===== config.mk =====
export PLATFORM = sky130hd
export DESIGN_NAME = stt_timers
export DESIGN_NICKNAME = d
export VERILOG_FILES = /design/src/rtl/stt_pkg.sv /design/src/rtl/stt_pin_sync.sv /design/src/rtl/stt_simple_timer.sv /design/src/rtl/stt_timers.sv
export SDC_FILE = /design/constraint.sdc
export NUM_CORES = 1
export LEC_CHECK = 0
export ABC_CLOCK_PERIOD_IN_PS = 2700
export BUFFER_PORTS_ARGS = -buffer_cell sky130_fd_sc_hd__buf_2
export CAP_MARGIN = 10
export CORE_ASPECT_RATIO = 0.5
export CORE_MARGIN = 3
export CORE_UTILIZATION = 35
export CTS_CLUSTER_DIAMETER = 100
export DETAILED_ROUTE_END_ITERATION = 10
export PLACE_DENSITY_LB_ADDON = 0.05
export SLEW_MARGIN = 25
export SYNTH_ARGS = -nofsm -noshare
export SYNTH_HDL_FRONTEND = slang
export SYNTH_SLANG_ARGS = --single-unit

===== constraint.sdc =====
create_clock -name clock_i -period 2.7 [get_ports clock_i]
set_clock_uncertainty 0.05 [all_clocks]
set_input_delay 0.27 -clock clock_i [delete_from_list [all_inputs] [get_ports clock_i]]
set_output_delay 0.27 -clock clock_i [all_outputs]
set_load 0.02 [all_outputs]

===== src/rtl/stt_pkg.sv =====
/*
  shared constants, carriers and helpers of the system timer block
  assumes a 32-bit apb bus and one 10 mhz system clock
*/
package stt_pkg;

    // ====================================================================
    // register indexes, byte address is four times the index
    localparam logic [7:0] IDX_T4_COUNT_LOW = 8'hac;
    localparam logic [7:0] IDX_T4_COUNT_HIGH = 8'had;
    localparam logic [7:0] IDX_T3_COUNT_LOW = 8'hae;
    localparam logic [7:0] IDX_T3_COUNT_HIGH = 8'haf;
    localparam logic [7:0] IDX_T2_CONTROL = 8'hc8;
    localparam logic [7:0] IDX_T2_RELOAD_LOW = 8'hca;
    localparam logic [7:0] IDX_T2_RELOAD_HIGH = 8'hcb;
    localparam logic [7:0] IDX_T2_COUNT_LOW = 8'hcc;
    localparam logic [7:0] IDX_T2_COUNT_HIGH = 8'hcd;
    localparam logic [7:0] IDX_T34_CONTROL = 8'hcf;

    // ====================================================================
    // timer two control fields
    localparam int T2_OVF_FLAG_BIT = 7;
    localparam int T2_EXT_FLAG_BIT = 6;
    localparam int T2_RX_CLK_SEL_BIT = 5;
    localparam int T2_TX_CLK_SEL_BIT = 4;
    localparam int T2_EXT_EN_BIT = 3;
    localparam int T2_RUN_BIT = 2;
    localparam int T2_COUNTER_SEL_BIT = 1;
    localparam int T2_CAPTURE_SEL_BIT = 0;

    // ====================================================================
    // timer three and four control fields
    localparam int T4_FLAG_BIT = 7;
    localparam int T4_MODE_BIT = 6;
    localparam int T4_RUN_BIT = 5;
    localparam int T4_IRQ_EN_BIT = 4;
    localparam int T3_FLAG_BIT = 3;
    localparam int T3_MODE_BIT = 2;
    localparam int T3_RUN_BIT = 1;
    localparam int T3_IRQ_EN_BIT = 0;

    // ====================================================================
    // reset values and timing
    localparam logic [7:0] CTRL_RESET = 8'h00;
    localparam logic [15:0] COUNT_RESET = 16'h0000;
    localparam logic [15:0] COUNT_ALL_ONES = 16'hffff;
    localparam logic [3:0] T2_TIMER_DIV_LAST = 4'hb;
    localparam logic [3:0] T2_BAUD_DIV_LAST = 4'h1;

    // ====================================================================
    // carriers
    typedef struct packed {
        logic [31:0] paddr;
        logic psel;
        logic penable;
        logic pwrite;
        logic [31:0] pwdata;
        logic [3:0] pstrb;
    } stt_apb_req_t;

    typedef struct packed {
        logic [31:0] prdata;
        logic pready;
        logic pslverr;
    } stt_apb_rsp_t;

    typedef struct packed {
        logic [15:0] count;
        logic [15:0] reload;
    } stt_simple_state_t;

    typedef struct packed {
        logic meta;
        logic stable;
        logic last;
    } stt_sync_state_t;

    typedef struct packed {
        logic [15:0] t2_count;
        logic [15:0] t2_reload;
        logic [7:0] t2_ctrl;
        logic [7:0] t34_ctrl;
        logic [3:0] presc;
        logic uart_rx;
        logic uart_tx;
        logic [31:0] prdata;
        logic pslverr;
    } stt_main_state_t;

    // ====================================================================
    // helpers
    function automatic logic stt_hit(input logic [31:0] addr, input logic [7:0] idx);
        stt_hit = (addr == {22'h000000, idx, 2'b00});
    endfunction : stt_hit

    function automatic logic [15:0] stt_set_byte(input logic [15:0] word, input logic high,
                                                 input logic [7:0] data);
        stt_set_byte = high ? {data, word[7:0]} : {word[15:8], data};
    endfunction : stt_set_byte

endpackage : stt_pkg


===== src/rtl/stt_pin_sync.sv =====
/*
  two-flop synchroniser with falling edge detect for the shared timer two pin
  assumes the pin is asynchronous to clock_i
*/
`timescale 1ns/10ps
module stt_pin_sync (
    input wire logic clock_i,
    input wire logic rst_b_i,
    input wire logic pin_i,
    output logic level_o,
    output logic fall_o
);
    import stt_pkg::*;

    stt_sync_state_t st_q;
    stt_sync_state_t st_d;

    // ====================================================================
    // sampling chain, meta read only by stable
    always_comb begin
        st_d = st_q;
        st_d.meta = pin_i;
        st_d.stable = st_q.meta;
        st_d.last = st_q.stable;
    end

    always_ff @(posedge clock_i or negedge rst_b_i) begin
        if (!rst_b_i) begin
            st_q <= '{meta: 1'b1, stable: 1'b1, last: 1'b1};
        end else begin
            st_q <= st_d;
        end
    end

    assign level_o = st_q.stable;
    assign fall_o = st_q.last & ~st_q.stable;

endmodule : stt_pin_sync


===== src/rtl/stt_simple_timer.sv =====
/*
  one 16-bit reload or free-run timer clocked every system clock
  assumes run, mode and byte writes come from the same clock domain
*/
`timescale 1ns/10ps
module stt_simple_timer (
    input wire logic clock_i,
    input wire logic rst_b_i,
    input wire logic run_i,
    input wire logic reload_mode_i,
    input wire logic wr_low_i,
    input wire logic wr_high_i,
    input wire logic [7:0] wdata_i,
    output logic [15:0] count_o,
    output logic overflow_o
);
    import stt_pkg::*;

    stt_simple_state_t st_q;
    stt_simple_state_t st_d;
    logic ovf;

    // ====================================================================
    // counting and byte writes
    always_comb begin
        st_d = st_q;
        ovf = run_i & (st_q.count == COUNT_ALL_ONES);
        if (run_i) begin
            if (ovf) begin
                st_d.count = reload_mode_i ? st_q.reload : COUNT_RESET;
            end else begin
                st_d.count = 16'(st_q.count + 16'h0001);
            end
        end
        if (wr_low_i | wr_high_i) begin
            if (reload_mode_i) begin
                st_d.reload = stt_set_byte(st_q.reload, wr_high_i, wdata_i);
            end else begin
                st_d.count = stt_set_byte(st_d.count, wr_high_i, wdata_i);
            end
        end
    end

    always_ff @(posedge clock_i or negedge rst_b_i) begin
        if (!rst_b_i) begin
            st_q <= '{count: COUNT_RESET, reload: COUNT_RESET};
        end else begin
            st_q <= st_d;
        end
    end

    assign count_o = st_q.count;
    assign overflow_o = ovf;

    // ====================================================================
    // checks
    AST_ST_HOLD: assert property (@(posedge clock_i) disable iff (!rst_b_i)
        (!run_i && !wr_low_i && !wr_high_i) |=> $stable(st_q.count))
        else $error("simple timer moved while stopped");

    AST_ST_WRAP: assert property (@(posedge clock_i) disable iff (!rst_b_i)
        (ovf && !reload_mode_i && !wr_low_i && !wr_high_i) |=> st_q.count == 16'h0000)
        else $error("free-run timer did not wrap to zero");

    AST_ST_FREE_WRITE: assert property (@(posedge clock_i) disable iff (!rst_b_i)
        (wr_low_i && !wr_high_i && !reload_mode_i) |=> st_q.count[7:0] == $past(wdata_i))
        else $error("free-run write did not load counter");

endmodule : stt_simple_timer


===== src/rtl/stt_timers.sv =====
/*
  system timers two, three and four with an apb register slave
  assumes apb master on clock_i, timer one overflow pulse on clock_i,
  shared timer two pin asynchronous
*/
// Our own choice: the APB register port.
`timescale 1ns/10ps
module stt_timers (
    input wire logic clock_i,
    input wire logic rst_b_i,
    input wire stt_pkg::stt_apb_req_t apb_req_i,
    output stt_pkg::stt_apb_rsp_t apb_rsp_o,
    input wire logic timer_two_pin_i,
    input wire logic timer_one_overflow_i,
    output logic uart_rx_clock_o,
    output logic uart_tx_clock_o,
    output logic timer_two_irq_o,
    output logic timer_three_irq_o,
    output logic timer_four_irq_o
);
    import stt_pkg::*;

    stt_main_state_t st_q;
    stt_main_state_t st_d;

    logic pin_fall;
    logic baud;
    logic cap_mode;
    logic run;
    logic ctr_sel;
    logic t2_tick;
    logic t2_ovf;
    logic trig;
    logic wr_en;
    logic hit_any;
    logic [7:0] wbyte;
    logic wr_t2ctrl;
    logic wr_t34ctrl;
    logic wr_t2cnt_l;
    logic wr_t2cnt_h;
    logic wr_t2rld_l;
    logic wr_t2rld_h;
    logic wr_t3_l;
    logic wr_t3_h;
    logic wr_t4_l;
    logic wr_t4_h;
    logic [15:0] t3_count;
    logic [15:0] t4_count;
    logic t3_ovf;
    logic t4_ovf;
    logic [7:0] rd_byte;
    logic [3:0] div_last;
    logic t2_slow;

    // ====================================================================
    // shared pin, count input and trigger both
    stt_pin_sync u_pin_sync (
        .clock_i(clock_i),
        .rst_b_i(rst_b_i),
        .pin_i(timer_two_pin_i),
        .level_o(),
        .fall_o(pin_fall)
    );

    // ====================================================================
    // apb decode
    assign wr_en = apb_req_i.psel & apb_req_i.penable & apb_req_i.pwrite & apb_req_i.pstrb[0];
    assign wbyte = apb_req_i.pwdata[7:0];
    assign wr_t2ctrl = wr_en & stt_hit(apb_req_i.paddr, IDX_T2_CONTROL);
    assign wr_t34ctrl = wr_en & stt_hit(apb_req_i.paddr, IDX_T34_CONTROL);
    assign wr_t2cnt_l = wr_en & stt_hit(apb_req_i.paddr, IDX_T2_COUNT_LOW);
    assign wr_t2cnt_h = wr_en & stt_hit(apb_req_i.paddr, IDX_T2_COUNT_HIGH);
    assign wr_t2rld_l = wr_en & stt_hit(apb_req_i.paddr, IDX_T2_RELOAD_LOW);
    assign wr_t2rld_h = wr_en & stt_hit(apb_req_i.paddr, IDX_T2_RELOAD_HIGH);
    assign wr_t3_l = wr_en & stt_hit(apb_req_i.paddr, IDX_T3_COUNT_LOW);
    assign wr_t3_h = wr_en & stt_hit(apb_req_i.paddr, IDX_T3_COUNT_HIGH);
    assign wr_t4_l = wr_en & stt_hit(apb_req_i.paddr, IDX_T4_COUNT_LOW);
    assign wr_t4_h = wr_en & stt_hit(apb_req_i.paddr, IDX_T4_COUNT_HIGH);

    // read mux, live counts without snapshot
    always_comb begin
        rd_byte = 8'h00;
        hit_any = 1'b1;
        if (stt_hit(apb_req_i.paddr, IDX_T2_CONTROL)) begin
            rd_byte = st_q.t2_ctrl;
        end else if (stt_hit(apb_req_i.paddr, IDX_T34_CONTROL)) begin
            rd_byte = st_q.t34_ctrl;
        end else if (stt_hit(apb_req_i.paddr, IDX_T2_COUNT_LOW)) begin
            rd_byte = st_q.t2_count[7:0];
        end else if (stt_hit(apb_req_i.paddr, IDX_T2_COUNT_HIGH)) begin
            rd_byte = st_q.t2_count[15:8];
        end else if (stt_hit(apb_req_i.paddr, IDX_T2_RELOAD_LOW)) begin
            rd_byte = st_q.t2_reload[7:0];
        end else if (stt_hit(apb_req_i.paddr, IDX_T2_RELOAD_HIGH)) begin
            rd_byte = st_q.t2_reload[15:8];
        end else if (stt_hit(apb_req_i.paddr, IDX_T3_COUNT_LOW)) begin
            rd_byte = t3_count[7:0];
        end else if (stt_hit(apb_req_i.paddr, IDX_T3_COUNT_HIGH)) begin
            rd_byte = t3_count[15:8];
        end else if (stt_hit(apb_req_i.paddr, IDX_T4_COUNT_LOW)) begin
            rd_byte = t4_count[7:0];
        end else if (stt_hit(apb_req_i.paddr, IDX_T4_COUNT_HIGH)) begin
            rd_byte = t4_count[15:8];
        end else begin
            hit_any = 1'b0;
        end
    end

    // ====================================================================
    // timer two mode decode
    assign baud = st_q.t2_ctrl[T2_RX_CLK_SEL_BIT] | st_q.t2_ctrl[T2_TX_CLK_SEL_BIT];
    assign cap_mode = st_q.t2_ctrl[T2_CAPTURE_SEL_BIT] & ~baud;
    assign run = st_q.t2_ctrl[T2_RUN_BIT];
    assign ctr_sel = st_q.t2_ctrl[T2_COUNTER_SEL_BIT];
    assign div_last = baud ? T2_BAUD_DIV_LAST : T2_TIMER_DIV_LAST;
    assign t2_slow = run & ~ctr_sel & ~baud;
    assign trig = st_q.t2_ctrl[T2_EXT_EN_BIT] & pin_fall;
    assign t2_ovf = t2_tick & (st_q.t2_count == COUNT_ALL_ONES);

    // tick source, prescaler or pin
    always_comb begin
        t2_tick = 1'b0;
        if (run && ctr_sel) begin
            t2_tick = pin_fall;
        end else if (run) begin
            t2_tick = (st_q.presc >= div_last);
        end
    end

    // ====================================================================
    // next state
    always_comb begin
        st_d = st_q;
        // prescaler
        if (run && !ctr_sel && !t2_tick) begin
            st_d.presc = 4'(st_q.presc + 4'h1);
        end else begin
            st_d.presc = 4'h0;
        end
        // timer two count
        if (t2_tick) begin
            if (t2_ovf) begin
                st_d.t2_count = cap_mode ? COUNT_RESET : st_q.t2_reload;
            end else begin
                st_d.t2_count = 16'(st_q.t2_count + 16'h0001);
            end
        end
        if (trig && !baud) begin
            if (cap_mode) begin
                st_d.t2_reload = st_q.t2_count;
            end else begin
                st_d.t2_count = st_q.t2_reload;
            end
        end
        if (wr_t2cnt_l || wr_t2cnt_h) begin
            st_d.t2_count = stt_set_byte(st_d.t2_count, wr_t2cnt_h, wbyte);
        end
        if (wr_t2rld_l || wr_t2rld_h) begin
            st_d.t2_reload = stt_set_byte(st_q.t2_reload, wr_t2rld_h, wbyte);
        end
        // control registers, hardware set wins over clear
        if (wr_t2ctrl) begin
            st_d.t2_ctrl = wbyte;
        end
        if (t2_ovf && !baud) begin
            st_d.t2_ctrl[T2_OVF_FLAG_BIT] = 1'b1;
        end
        if (trig) begin
            st_d.t2_ctrl[T2_EXT_FLAG_BIT] = 1'b1;
        end
        if (wr_t34ctrl) begin
            st_d.t34_ctrl = wbyte;
        end
        if (t3_ovf) begin
            st_d.t34_ctrl[T3_FLAG_BIT] = 1'b1;
        end
        if (t4_ovf) begin
            st_d.t34_ctrl[T4_FLAG_BIT] = 1'b1;
        end
        // uart baud pulses
        st_d.uart_rx = st_q.t2_ctrl[T2_RX_CLK_SEL_BIT] ? t2_ovf : timer_one_overflow_i;
        st_d.uart_tx = st_q.t2_ctrl[T2_TX_CLK_SEL_BIT] ? t2_ovf : timer_one_overflow_i;
        // apb read data captured in setup phase
        if (apb_req_i.psel && !apb_req_i.penable) begin
            st_d.prdata = {24'h000000, rd_byte};
            st_d.pslverr = ~hit_any;
        end
    end

    always_ff @(posedge clock_i or negedge rst_b_i) begin
        if (!rst_b_i) begin
            st_q <= '{t2_count: COUNT_RESET, t2_reload: COUNT_RESET, t2_ctrl: CTRL_RESET,
                      t34_ctrl: CTRL_RESET, presc: 4'h0, uart_rx: 1'b0, uart_tx: 1'b0,
                      prdata: 32'h00000000, pslverr: 1'b0};
        end else begin
            st_q <= st_d;
        end
    end

    // ====================================================================
    // timers three and four
    stt_simple_timer u_timer_three (
        .clock_i(clock_i),
        .rst_b_i(rst_b_i),
        .run_i(st_q.t34_ctrl[T3_RUN_BIT]),
        .reload_mode_i(st_q.t34_ctrl[T3_MODE_BIT]),
        .wr_low_i(wr_t3_l),
        .wr_high_i(wr_t3_h),
        .wdata_i(wbyte),
        .count_o(t3_count),
        .overflow_o(t3_ovf)
    );

    stt_simple_timer u_timer_four (
        .clock_i(clock_i),
        .rst_b_i(rst_b_i),
        .run_i(st_q.t34_ctrl[T4_RUN_BIT]),
        .reload_mode_i(st_q.t34_ctrl[T4_MODE_BIT]),
        .wr_low_i(wr_t4_l),
        .wr_high_i(wr_t4_h),
        .wdata_i(wbyte),
        .count_o(t4_count),
        .overflow_o(t4_ovf)
    );

    // ====================================================================
    // outputs
    assign apb_rsp_o.prdata = st_q.prdata;
    assign apb_rsp_o.pready = 1'b1;
    assign apb_rsp_o.pslverr = st_q.pslverr & apb_req_i.psel & apb_req_i.penable;
    assign uart_rx_clock_o = st_q.uart_rx;
    assign uart_tx_clock_o = st_q.uart_tx;
    assign timer_two_irq_o = st_q.t2_ctrl[T2_OVF_FLAG_BIT] | st_q.t2_ctrl[T2_EXT_FLAG_BIT];
    assign timer_three_irq_o = st_q.t34_ctrl[T3_FLAG_BIT] & st_q.t34_ctrl[T3_IRQ_EN_BIT];
    assign timer_four_irq_o = st_q.t34_ctrl[T4_FLAG_BIT] & st_q.t34_ctrl[T4_IRQ_EN_BIT];

    // ====================================================================
    // checks
    AST_T2_RELOAD: assert property (@(posedge clock_i) disable iff (!rst_b_i)
        (t2_ovf && !cap_mode && !wr_t2cnt_l && !wr_t2cnt_h)
        |=> st_q.t2_count == $past(st_q.t2_reload))
        else $error("timer two did not reload on overflow");

    AST_T2_TRIG_RELOAD: assert property (@(posedge clock_i) disable iff (!rst_b_i)
        (trig && !cap_mode && !baud && !wr_t2cnt_l && !wr_t2cnt_h)
        |=> st_q.t2_count == $past(st_q.t2_reload))
        else $error("trigger did not reload timer two");

    AST_T2_FLAG: assert property (@(posedge clock_i) disable iff (!rst_b_i)
        (t2_ovf && !baud) |=> st_q.t2_ctrl[T2_OVF_FLAG_BIT])
        else $error("timer two overflow flag not set");

    AST_T2_BAUD_NOFLAG: assert property (@(posedge clock_i) disable iff (!rst_b_i)
        (t2_ovf && baud && !st_q.t2_ctrl[T2_OVF_FLAG_BIT] && !wr_t2ctrl)
        |=> !st_q.t2_ctrl[T2_OVF_FLAG_BIT])
        else $error("baud overflow set timer two flag");

    AST_T2_CAPTURE: assert property (@(posedge clock_i) disable iff (!rst_b_i)
        (trig && cap_mode && !wr_t2rld_l && !wr_t2rld_h)
        |=> st_q.t2_reload == $past(st_q.t2_count))
        else $error("capture did not copy count");

    AST_T2_EXT_FLAG: assert property (@(posedge clock_i) disable iff (!rst_b_i)
        trig |=> st_q.t2_ctrl[T2_EXT_FLAG_BIT])
        else $error("external flag not set on trigger");

    AST_T2_EXT_IGNORED: assert property (@(posedge clock_i) disable iff (!rst_b_i)
        (pin_fall && !st_q.t2_ctrl[T2_EXT_EN_BIT] && !run && !wr_t2ctrl
         && !wr_t2cnt_l && !wr_t2cnt_h && !wr_t2rld_l && !wr_t2rld_h)
        |=> $stable(st_q.t2_ctrl) && $stable(st_q.t2_count) && $stable(st_q.t2_reload))
        else $error("trigger acted while disabled");

    AST_T2_STOPPED: assert property (@(posedge clock_i) disable iff (!rst_b_i)
        (!run && !trig && !wr_t2cnt_l && !wr_t2cnt_h) |=> $stable(st_q.t2_count))
        else $error("timer two moved while stopped");

    AST_UART_RX: assert property (@(posedge clock_i) disable iff (!rst_b_i)
        1'b1 |=> uart_rx_clock_o == ($past(st_q.t2_ctrl[T2_RX_CLK_SEL_BIT])
                                     ? $past(t2_ovf) : $past(timer_one_overflow_i)))
        else $error("uart receive clock source wrong");

    AST_UART_TX: assert property (@(posedge clock_i) disable iff (!rst_b_i)
        1'b1 |=> uart_tx_clock_o == ($past(st_q.t2_ctrl[T2_TX_CLK_SEL_BIT])
                                     ? $past(t2_ovf) : $past(timer_one_overflow_i)))
        else $error("uart transmit clock source wrong");

    AST_T2_PIN_TICK: assert property (@(posedge clock_i) disable iff (!rst_b_i)
        (t2_tick && ctr_sel) |-> pin_fall)
        else $error("counter mode ticked without pin edge");

    AST_T2_PIN_COUNT: assert property (@(posedge clock_i) disable iff (!rst_b_i)
        (run && ctr_sel && pin_fall && !trig && st_q.t2_count != COUNT_ALL_ONES
         && !wr_t2cnt_l && !wr_t2cnt_h)
        |=> st_q.t2_count == 16'($past(st_q.t2_count) + 16'h0001))
        else $error("counter mode missed a pin edge");

    AST_T2_BAUD_RATE: assert property (@(posedge clock_i) disable iff (!rst_b_i)
        (run && !ctr_sel && baud && !wr_t2ctrl && t2_tick)
        |=> !t2_tick ##1 (t2_tick || wr_t2ctrl || $past(wr_t2ctrl)))
        else $error("baud prescaler not two clocks");

    AST_T2_TIMER_RATE: assert property (@(posedge clock_i) disable iff (!rst_b_i)
        (t2_slow && t2_tick) ##1 t2_slow [*8] ##1 t2_slow [*3]
        |=> (t2_tick || !t2_slow))
        else $error("timer prescaler not twelve clocks");

    AST_T34_FLAGS: assert property (@(posedge clock_i) disable iff (!rst_b_i)
        (t3_ovf || t4_ovf) |=> (st_q.t34_ctrl[T3_FLAG_BIT] || !$past(t3_ovf))
                               && (st_q.t34_ctrl[T4_FLAG_BIT] || !$past(t4_ovf)))
        else $error("timer three or four flag not set");

    COV_BAUD_OVF: cover property (@(posedge clock_i) disable iff (!rst_b_i) t2_ovf && baud);
    COV_TIMER_OVF: cover property (@(posedge clock_i) disable iff (!rst_b_i)
        t2_ovf && t2_slow);
    COV_CAPTURE: cover property (@(posedge clock_i) disable iff (!rst_b_i) trig && cap_mode);
    COV_RELOAD_TRIG: cover property (@(posedge clock_i) disable iff (!rst_b_i)
        trig && !cap_mode && !baud);
    COV_T3_IRQ: cover property (@(posedge clock_i) disable iff (!rst_b_i) $rose(timer_three_irq_o));

endmodule : stt_timers


==> impl_metrics.tcl, run 1 <==
set metrics [dict create \
    cts.sinks 130 \
    syn_to_final_growth_pct 17.1 \
    final_cell_mix "127 x dfrtp_1, 69 x nand2_1, 63 x buf_4" \
    leakage_uw 0.00429 \
    synth_seq_area_share_pct 39.2 \
    path_max_fanout 9 \
    wl_met3_mm 1.83 \
    peakVddDrop_uv 297 \
    regToRegEndpoint "st_q[85]" \
    final_common_cell "dfrtp_1" \
    cts-root-buf "clkbuf_16" \
    ios 114 \
    placed_cell_area_um2 9110 \
    grt_pass1_wl_mm 45.3 \
    rsz0062_at_grt "no" \
    setup_viol 0 \
    clk_pin_slew_ps 60 \
    post-route-period-util_pct 95.3 \
    row_count 39 \
    rrSetupSlack_ps 130 \
    coreArea_um2 23100 \
    post-cts-setup-buffers 0 \
    drive_gt1_share_pct 24.6 \
    via_per_inst 5.74 \
    cts_buffers 17 \
    grt_max_degree 65 \
    io_buffer_count 61 \
    period_minus_slack_ps 2570 \
    die_h_um 115 \
    grt_antenna_before_repair 0 \
    h-tree-depth 4 \
    met1_length_mm 14.2 \
    status "complete, no violations" \
    dr_wl_met2_mm 13.1 \
    syn_area_um2 8310 \
    finalHoldViolCount 0 \
    synth_edf_count 0 \
    postCtsResizedCells 0 \
    regArea_um2 3260 \
    dp_slack_ps 143 \
    drv_cap 0 \
    drv_slew 0 \
    highest_layer "met4" \
    worst_setup_path_end_kind "register" \
    ys_warn_count 0 \
    cp-start-kind "register" \
    ys_types 77 \
    crit_end "st_q[85]" \
    synthArstFlopShare_pct 100 \
    fill_cells 2299 \
    design_area_um2 9730 \
    synthCells 891 \
    gr-total-overflow 0 \
    cp-startpoint "st_q[52]" \
    arrival_ps 2850 \
    wl_per_cell_um 23.0 \
    critPathKind "reg -> reg" \
    antenna_left 0 \
    drtIter0Drc 662 \
    worst_skew_pair.late_latency_ps 440 \
    r2r_cells 10 \
    drc 0 \
    vias 7396 \
    r2r-start "st_q[52]" \
    ys.flop_type "dfrtp_1" \
    setup_ws_ps 126 \
    slew_headroom_pct 54.0 \
    grt_pass1_vias 7179 \
    die-area_um2 25700 \
    holdBufCountCts 2 \
    synth.avg_cell_area_um2 9.32 \
    nets 1053 \
    clock_path_buffers 2 \
    multiInputGateArea_um2 4570 \
    setup-tns-final_ps 0 \
    grtUsageTotal_pct 23.6 \
    hold_class "in -> reg" \
    fmax_ghz 0.389 \
    first_pass_iters 7 \
    ys_ff_latch 130 \
    worst_slew_pin_slew_ps 690 \
    required_ps 2970 \
    start_util_pct 36.0 \
    num_antenna_cells 0 \
    cts_tree "done" \
    die_w_um 224 \
    power_density_nw_per_um2 484 \
    finalWirelength_mm 29.7 \
    dpl.hpwl_mm 21.2 \
    gp_congestion 0.914 \
]
[worst max-delay path: stages (launching register included)]
cell and delay (ps):
dfrtp_1 370, nor2_1 140, inv_1 100, ha_1 280
a211o_1 310, a221o_1 370, buf_4 200, nand4_1 110
mux2i_1 190, o21ai_0 80, mux2_2 260
[state kept, by name (all words and copies together), names as in the netlist]
signal	flops
st_q	51
u_timer_four.count_o	16
u_timer_four.st_q	16
u_timer_three.count_o	16
u_timer_three.st_q	16
apb_rsp_o	8
ctr_sel	1
run	1
u_pin_sync.level_o	1
u_pin_sync.st_d	1
u_pin_sync.st_q	1
uart_rx_clock_o	1
uart_tx_clock_o	1
[report_power, final]
part | internal [uW] | switching (uW) | leakage (uW)
sequential | 1960 | 6.93 | 0.00159
clock | 1560 | 870 | 0.000298
combinational | 85.7 | 225 | 0.00240
[cells by family after synthesis]
family          after synthesis  share of synthesized area [%]
compound gates              241                           19.4
other cells                   2                         0.0904
mux                          70                           10.1
xor+xnor                      8                          0.843
simple gates                326                           22.7
flops                       130                           39.2
buf+inv                     108                           6.79
fa+ha+maj                     6                          0.904
[through the flow]
stage	util, %	power (uW)	hold slack [ps]	cells
after global routing	42.2	4870	21.4	1289
after detailed placement	39.5	2310	278	1258
after global placement	39.5	2310	268	1258
final	42.2	4710	30.4	1289
after floorplan	-	2180	-75.6	914
after CTS	42.2	4770	9.76	1289
[cell type report]
class                           count  area share [%]
Sequential cell                   130            33.5
Tap cell                          307            3.95
Clock inverter                      5            1.03
Timing Repair Buffer              128            8.68
Inverter                           19           0.733
Multi-Input combinational cell    676            47.0
Clock buffer                       24            5.16
[layer usage]
metal  up-vias  track usage, %
li1       3452               -
met1      3703            33.7
met2       214            35.8
met3        27            6.02
met4         0            6.30
met5         -               0
[Yosys cell counts (7+ instances only)]
master / instances / area share, %
nand3_1: 46 / 2.8
a221o_1: 7 / 0.84
o31ai_1: 10 / 0.90
o21ai_0: 45 / 2.7
nand3b_1: 20 / 1.8
and2_1: 8 / 0.60
nor4_1: 7 / 0.53
nand2_1: 69 / 3.1
a31oi_1: 12 / 0.90
and3_1: 16 / 1.2
nor2b_1: 7 / 0.53
mux2i_1: 14 / 1.7
a22oi_1: 8 / 0.72
mux2_2: 46 / 6.2
a211oi_1: 7 / 0.63
a21o_1: 13 / 1.2
nor2_1: 60 / 2.7
and4_1: 12 / 1.3
nand4_1: 17 / 1.3
nor3_1: 23 / 1.4
clkbuf_1: 45 / 2.0
a21oi_1: 60 / 3.6
dfrtp_1: 127 / 38
buf_4: 33 / 3.0
o211ai_1: 9 / 0.81
o22ai_1: 12 / 0.90
inv_1: 19 / 0.86
a22o_1: 13 / 1.4
[worst min path at each step]
stage                      endpoint  depth (start not counted)                  from
finish              uart_rx_clock_o                          2  timer_one_overflow_i
global route        uart_rx_clock_o                          2  timer_one_overflow_i
CTS                 uart_rx_clock_o                          2  timer_one_overflow_i
detailed placement         st_q[77]                          1               rst_b_i
global placement           st_q[77]                          1               rst_b_i
floorplan              apb_rsp_o[2]                          0               rst_b_i
No activity file was read; power rests on OpenSTA's default activity.
==> inputs of run 2 (changes only) <==
--- a/config.mk
+++ b/config.mk
@@ -8,12 +8,12 @@
 export ABC_CLOCK_PERIOD_IN_PS = 2700
 export BUFFER_PORTS_ARGS = -buffer_cell sky130_fd_sc_hd__buf_2
 export CAP_MARGIN = 10
-export CORE_ASPECT_RATIO = 0.5
+export CORE_ASPECT_RATIO = 0.9
 export CORE_MARGIN = 3
 export CORE_UTILIZATION = 35
 export CTS_CLUSTER_DIAMETER = 100
 export DETAILED_ROUTE_END_ITERATION = 10
-export PLACE_DENSITY_LB_ADDON = 0.05
+export PLACE_DENSITY = 0.63
 export SLEW_MARGIN = 25
 export SYNTH_ARGS = -nofsm -noshare
 export SYNTH_HDL_FRONTEND = slang
==> impl_metrics.tcl, run 2 (same netlist as run 1, synthesis figures left out) <==
set metrics [dict create \
    power_density_nw_per_um2 482 \
    num_antenna_cells 0 \
    swShare_pct 25.2 \
    nets 1038 \
    highest_layer "met4" \
    antenna_left 0 \
    first_pass_iters 6 \
    grt_pass1_wl_mm 41.5 \
    cts-root-buf "clkbuf_16" \
    peakVddDrop_uv 467 \
    row_count 52 \
    final_cell_mix "127 x dfrtp_1, 68 x nand2_1, 60 x a21oi_1, 60 x buf_2, 59 x nor2_1" \
    post-route-period-util_pct 94.5 \
    worst_setup_path_end_kind "register" \
    required_ps 2950 \
    dpl.hpwl_mm 18.7 \
    worst_skew_pair.late_latency_ps 420 \
    regArea_um2 3260 \
    setup-tns-final_ps 0 \
    post-cts-setup-buffers 0 \
    grt_max_degree 60 \
    coreArea_um2 22900 \
    worst_slew_pin_slew_ps 621 \
    hold_class "in -> reg" \
    die-area_um2 25600 \
    drtIter0Drc 884 \
    power_frac_seq_pct 42.4 \
    finalHoldViolCount 0 \
    clock_path_buffers 2 \
    drv_slew 0 \
    final_common_cell "dfrtp_1" \
    period_minus_slack_ps 2550 \
    wl_per_cell_um 20.6 \
    leakage_uw 0.00421 \
    status "complete, no violations" \
    via_per_inst 5.91 \
    cts.sinks 130 \
    grtUsageTotal_pct 20.5 \
    crit_chain "nor2_2 -> inv_1 -> ha_1 -> a211o_1 -> a221o_1 -> buf_6 -> nand4_1 -> mux2i_1 -> o21ai_0 -> mux2_2" \
    arrival_ps 2800 \
    gr-total-overflow 0 \
    pwr-share-comb_pct 6.5 \
    ios 114 \
    fill_cells 2252 \
    cp-start-kind "register" \
    start_util_pct 36.3 \
    largest_register_ffs 51 \
    met1_length_mm 11.8 \
    gp_congestion 0.959 \
    critPathKind "reg -> reg" \
    dr_wl_met2_mm 11.3 \
    p_sw_uw 1170 \
    critPathSlowestCell "a221o_1" \
    drv_cap 0 \
    io_buffer_count 61 \
    wl_met3_mm 2.37 \
    setup_viol 0 \
    drive_gt1_share_pct 24.3 \
    grt_pass1_vias 7096 \
    p_int_uw 3470 \
    drc 0 \
    fmax_ghz 0.392 \
    h-tree-depth 4 \
    finalWirelength_mm 26.1 \
    crit_path_max_incr_delay_ps 430 \
    syn_to_final_growth_pct 15.9 \
    path_max_fanout 5 \
    whs_ps 50.3 \
    cts_tree "done" \
    cts_buffers 17 \
    die_w_um 168 \
    die_h_um 152 \
    grt_antenna_before_repair 0 \
    regMostFlops "st_q" \
    clk_pin_slew_ps 60 \
    power_frac_clock_pct 51.1 \
    multiInputGateArea_um2 4590 \
    slew_headroom_pct 58.6 \
    vias 7492 \
]
run 2: cell count changes in the layout (fill, tap and decap cells not counted), moves of 2 or more:
cell and change:
buf_4 -16, inv_6 +3, clkinvlp_4 +3, clkinv_4 +3
clkbuf_8 -3, clkbuf_1 -2
run 2: repair_timing:
action / CTS / global route
hold buffers: 2 / 0
resized for setup: 0 / 6
endpoints found under the hold margin: 54 / 0
setup endpoints to repair: 0 / 8
run 2: path summary, 6_finish.rpt:
check	cells after the start	start	slack, ps	end
setup / recovery	10	st_q[51]	150	st_q[85]
hold / removal	2	timer_one_overflow_i	50	uart_rx_clock_o
setup reg to reg	10	st_q[51]	150	st_q[85]
hold reg to reg	0	u_pin_sync.st_d[1]	310	u_pin_sync.level_o
max in group asynchronous	3	rst_b_i	1520	st_q[61]
min in group asynchronous	2	rst_b_i	370	st_q[74]
run 2: critical path: cells and delay by family (launching register included):
| family | cells | cell delay [ps] |
|---|---|---|
| DFF | 1 | 380 |
| buffers and inverters | 2 | 250 |
| muxes | 2 | 440 |
| adders and majority gates | 1 | 270 |
| and+or+nand+nor | 2 | 210 |
| AOI/OAI and AO/OA | 3 | 810 |
run 2: per-layer routing:
metal / GRT usage (%) / vias to the layer above
li1: - / 3439
met1: 29.8 / 3613
met2: 30.1 / 391
met3: 4.85 / 49
met4: 6.35 / 0
met5: 0 / -
run 2: power by group through the flow:
stage	Combinational (uW)	Clock (uW)	Sequential (uW)
2_1_floorplan	176	0	2000
3_3_place_gp	297	0	2000
3_5_place_dp	298	0	2000
4_1_cts	301	2400	1970
5_1_grt	327	2510	1970
6_report	302	2370	1970
run 2: area by class of cell:
type | instances | area share [%]
inverter | 19 | 0.741
sequential | 130 | 33.8
tap | 297 | 3.86
clock buffer | 19 | 4.70
clock inverter | 13 | 1.57
timing repair buffer | 113 | 7.64
multi-input combinational | 676 | 47.6
run 2: stage by stage:
stage	setup WS [ps]	total power, uW	area, um2	instances	util (%)
after floorplan	78.2	2180	8390	914	-
after global placement	181	2300	8980	1233	39.2
after detailed placement	150	2300	8980	1233	39.2
after CTS	136	4670	9610	1267	42.0
after global routing	-10.3	4800	9630	1267	42.0
final	150	4640	9630	1267	42.0
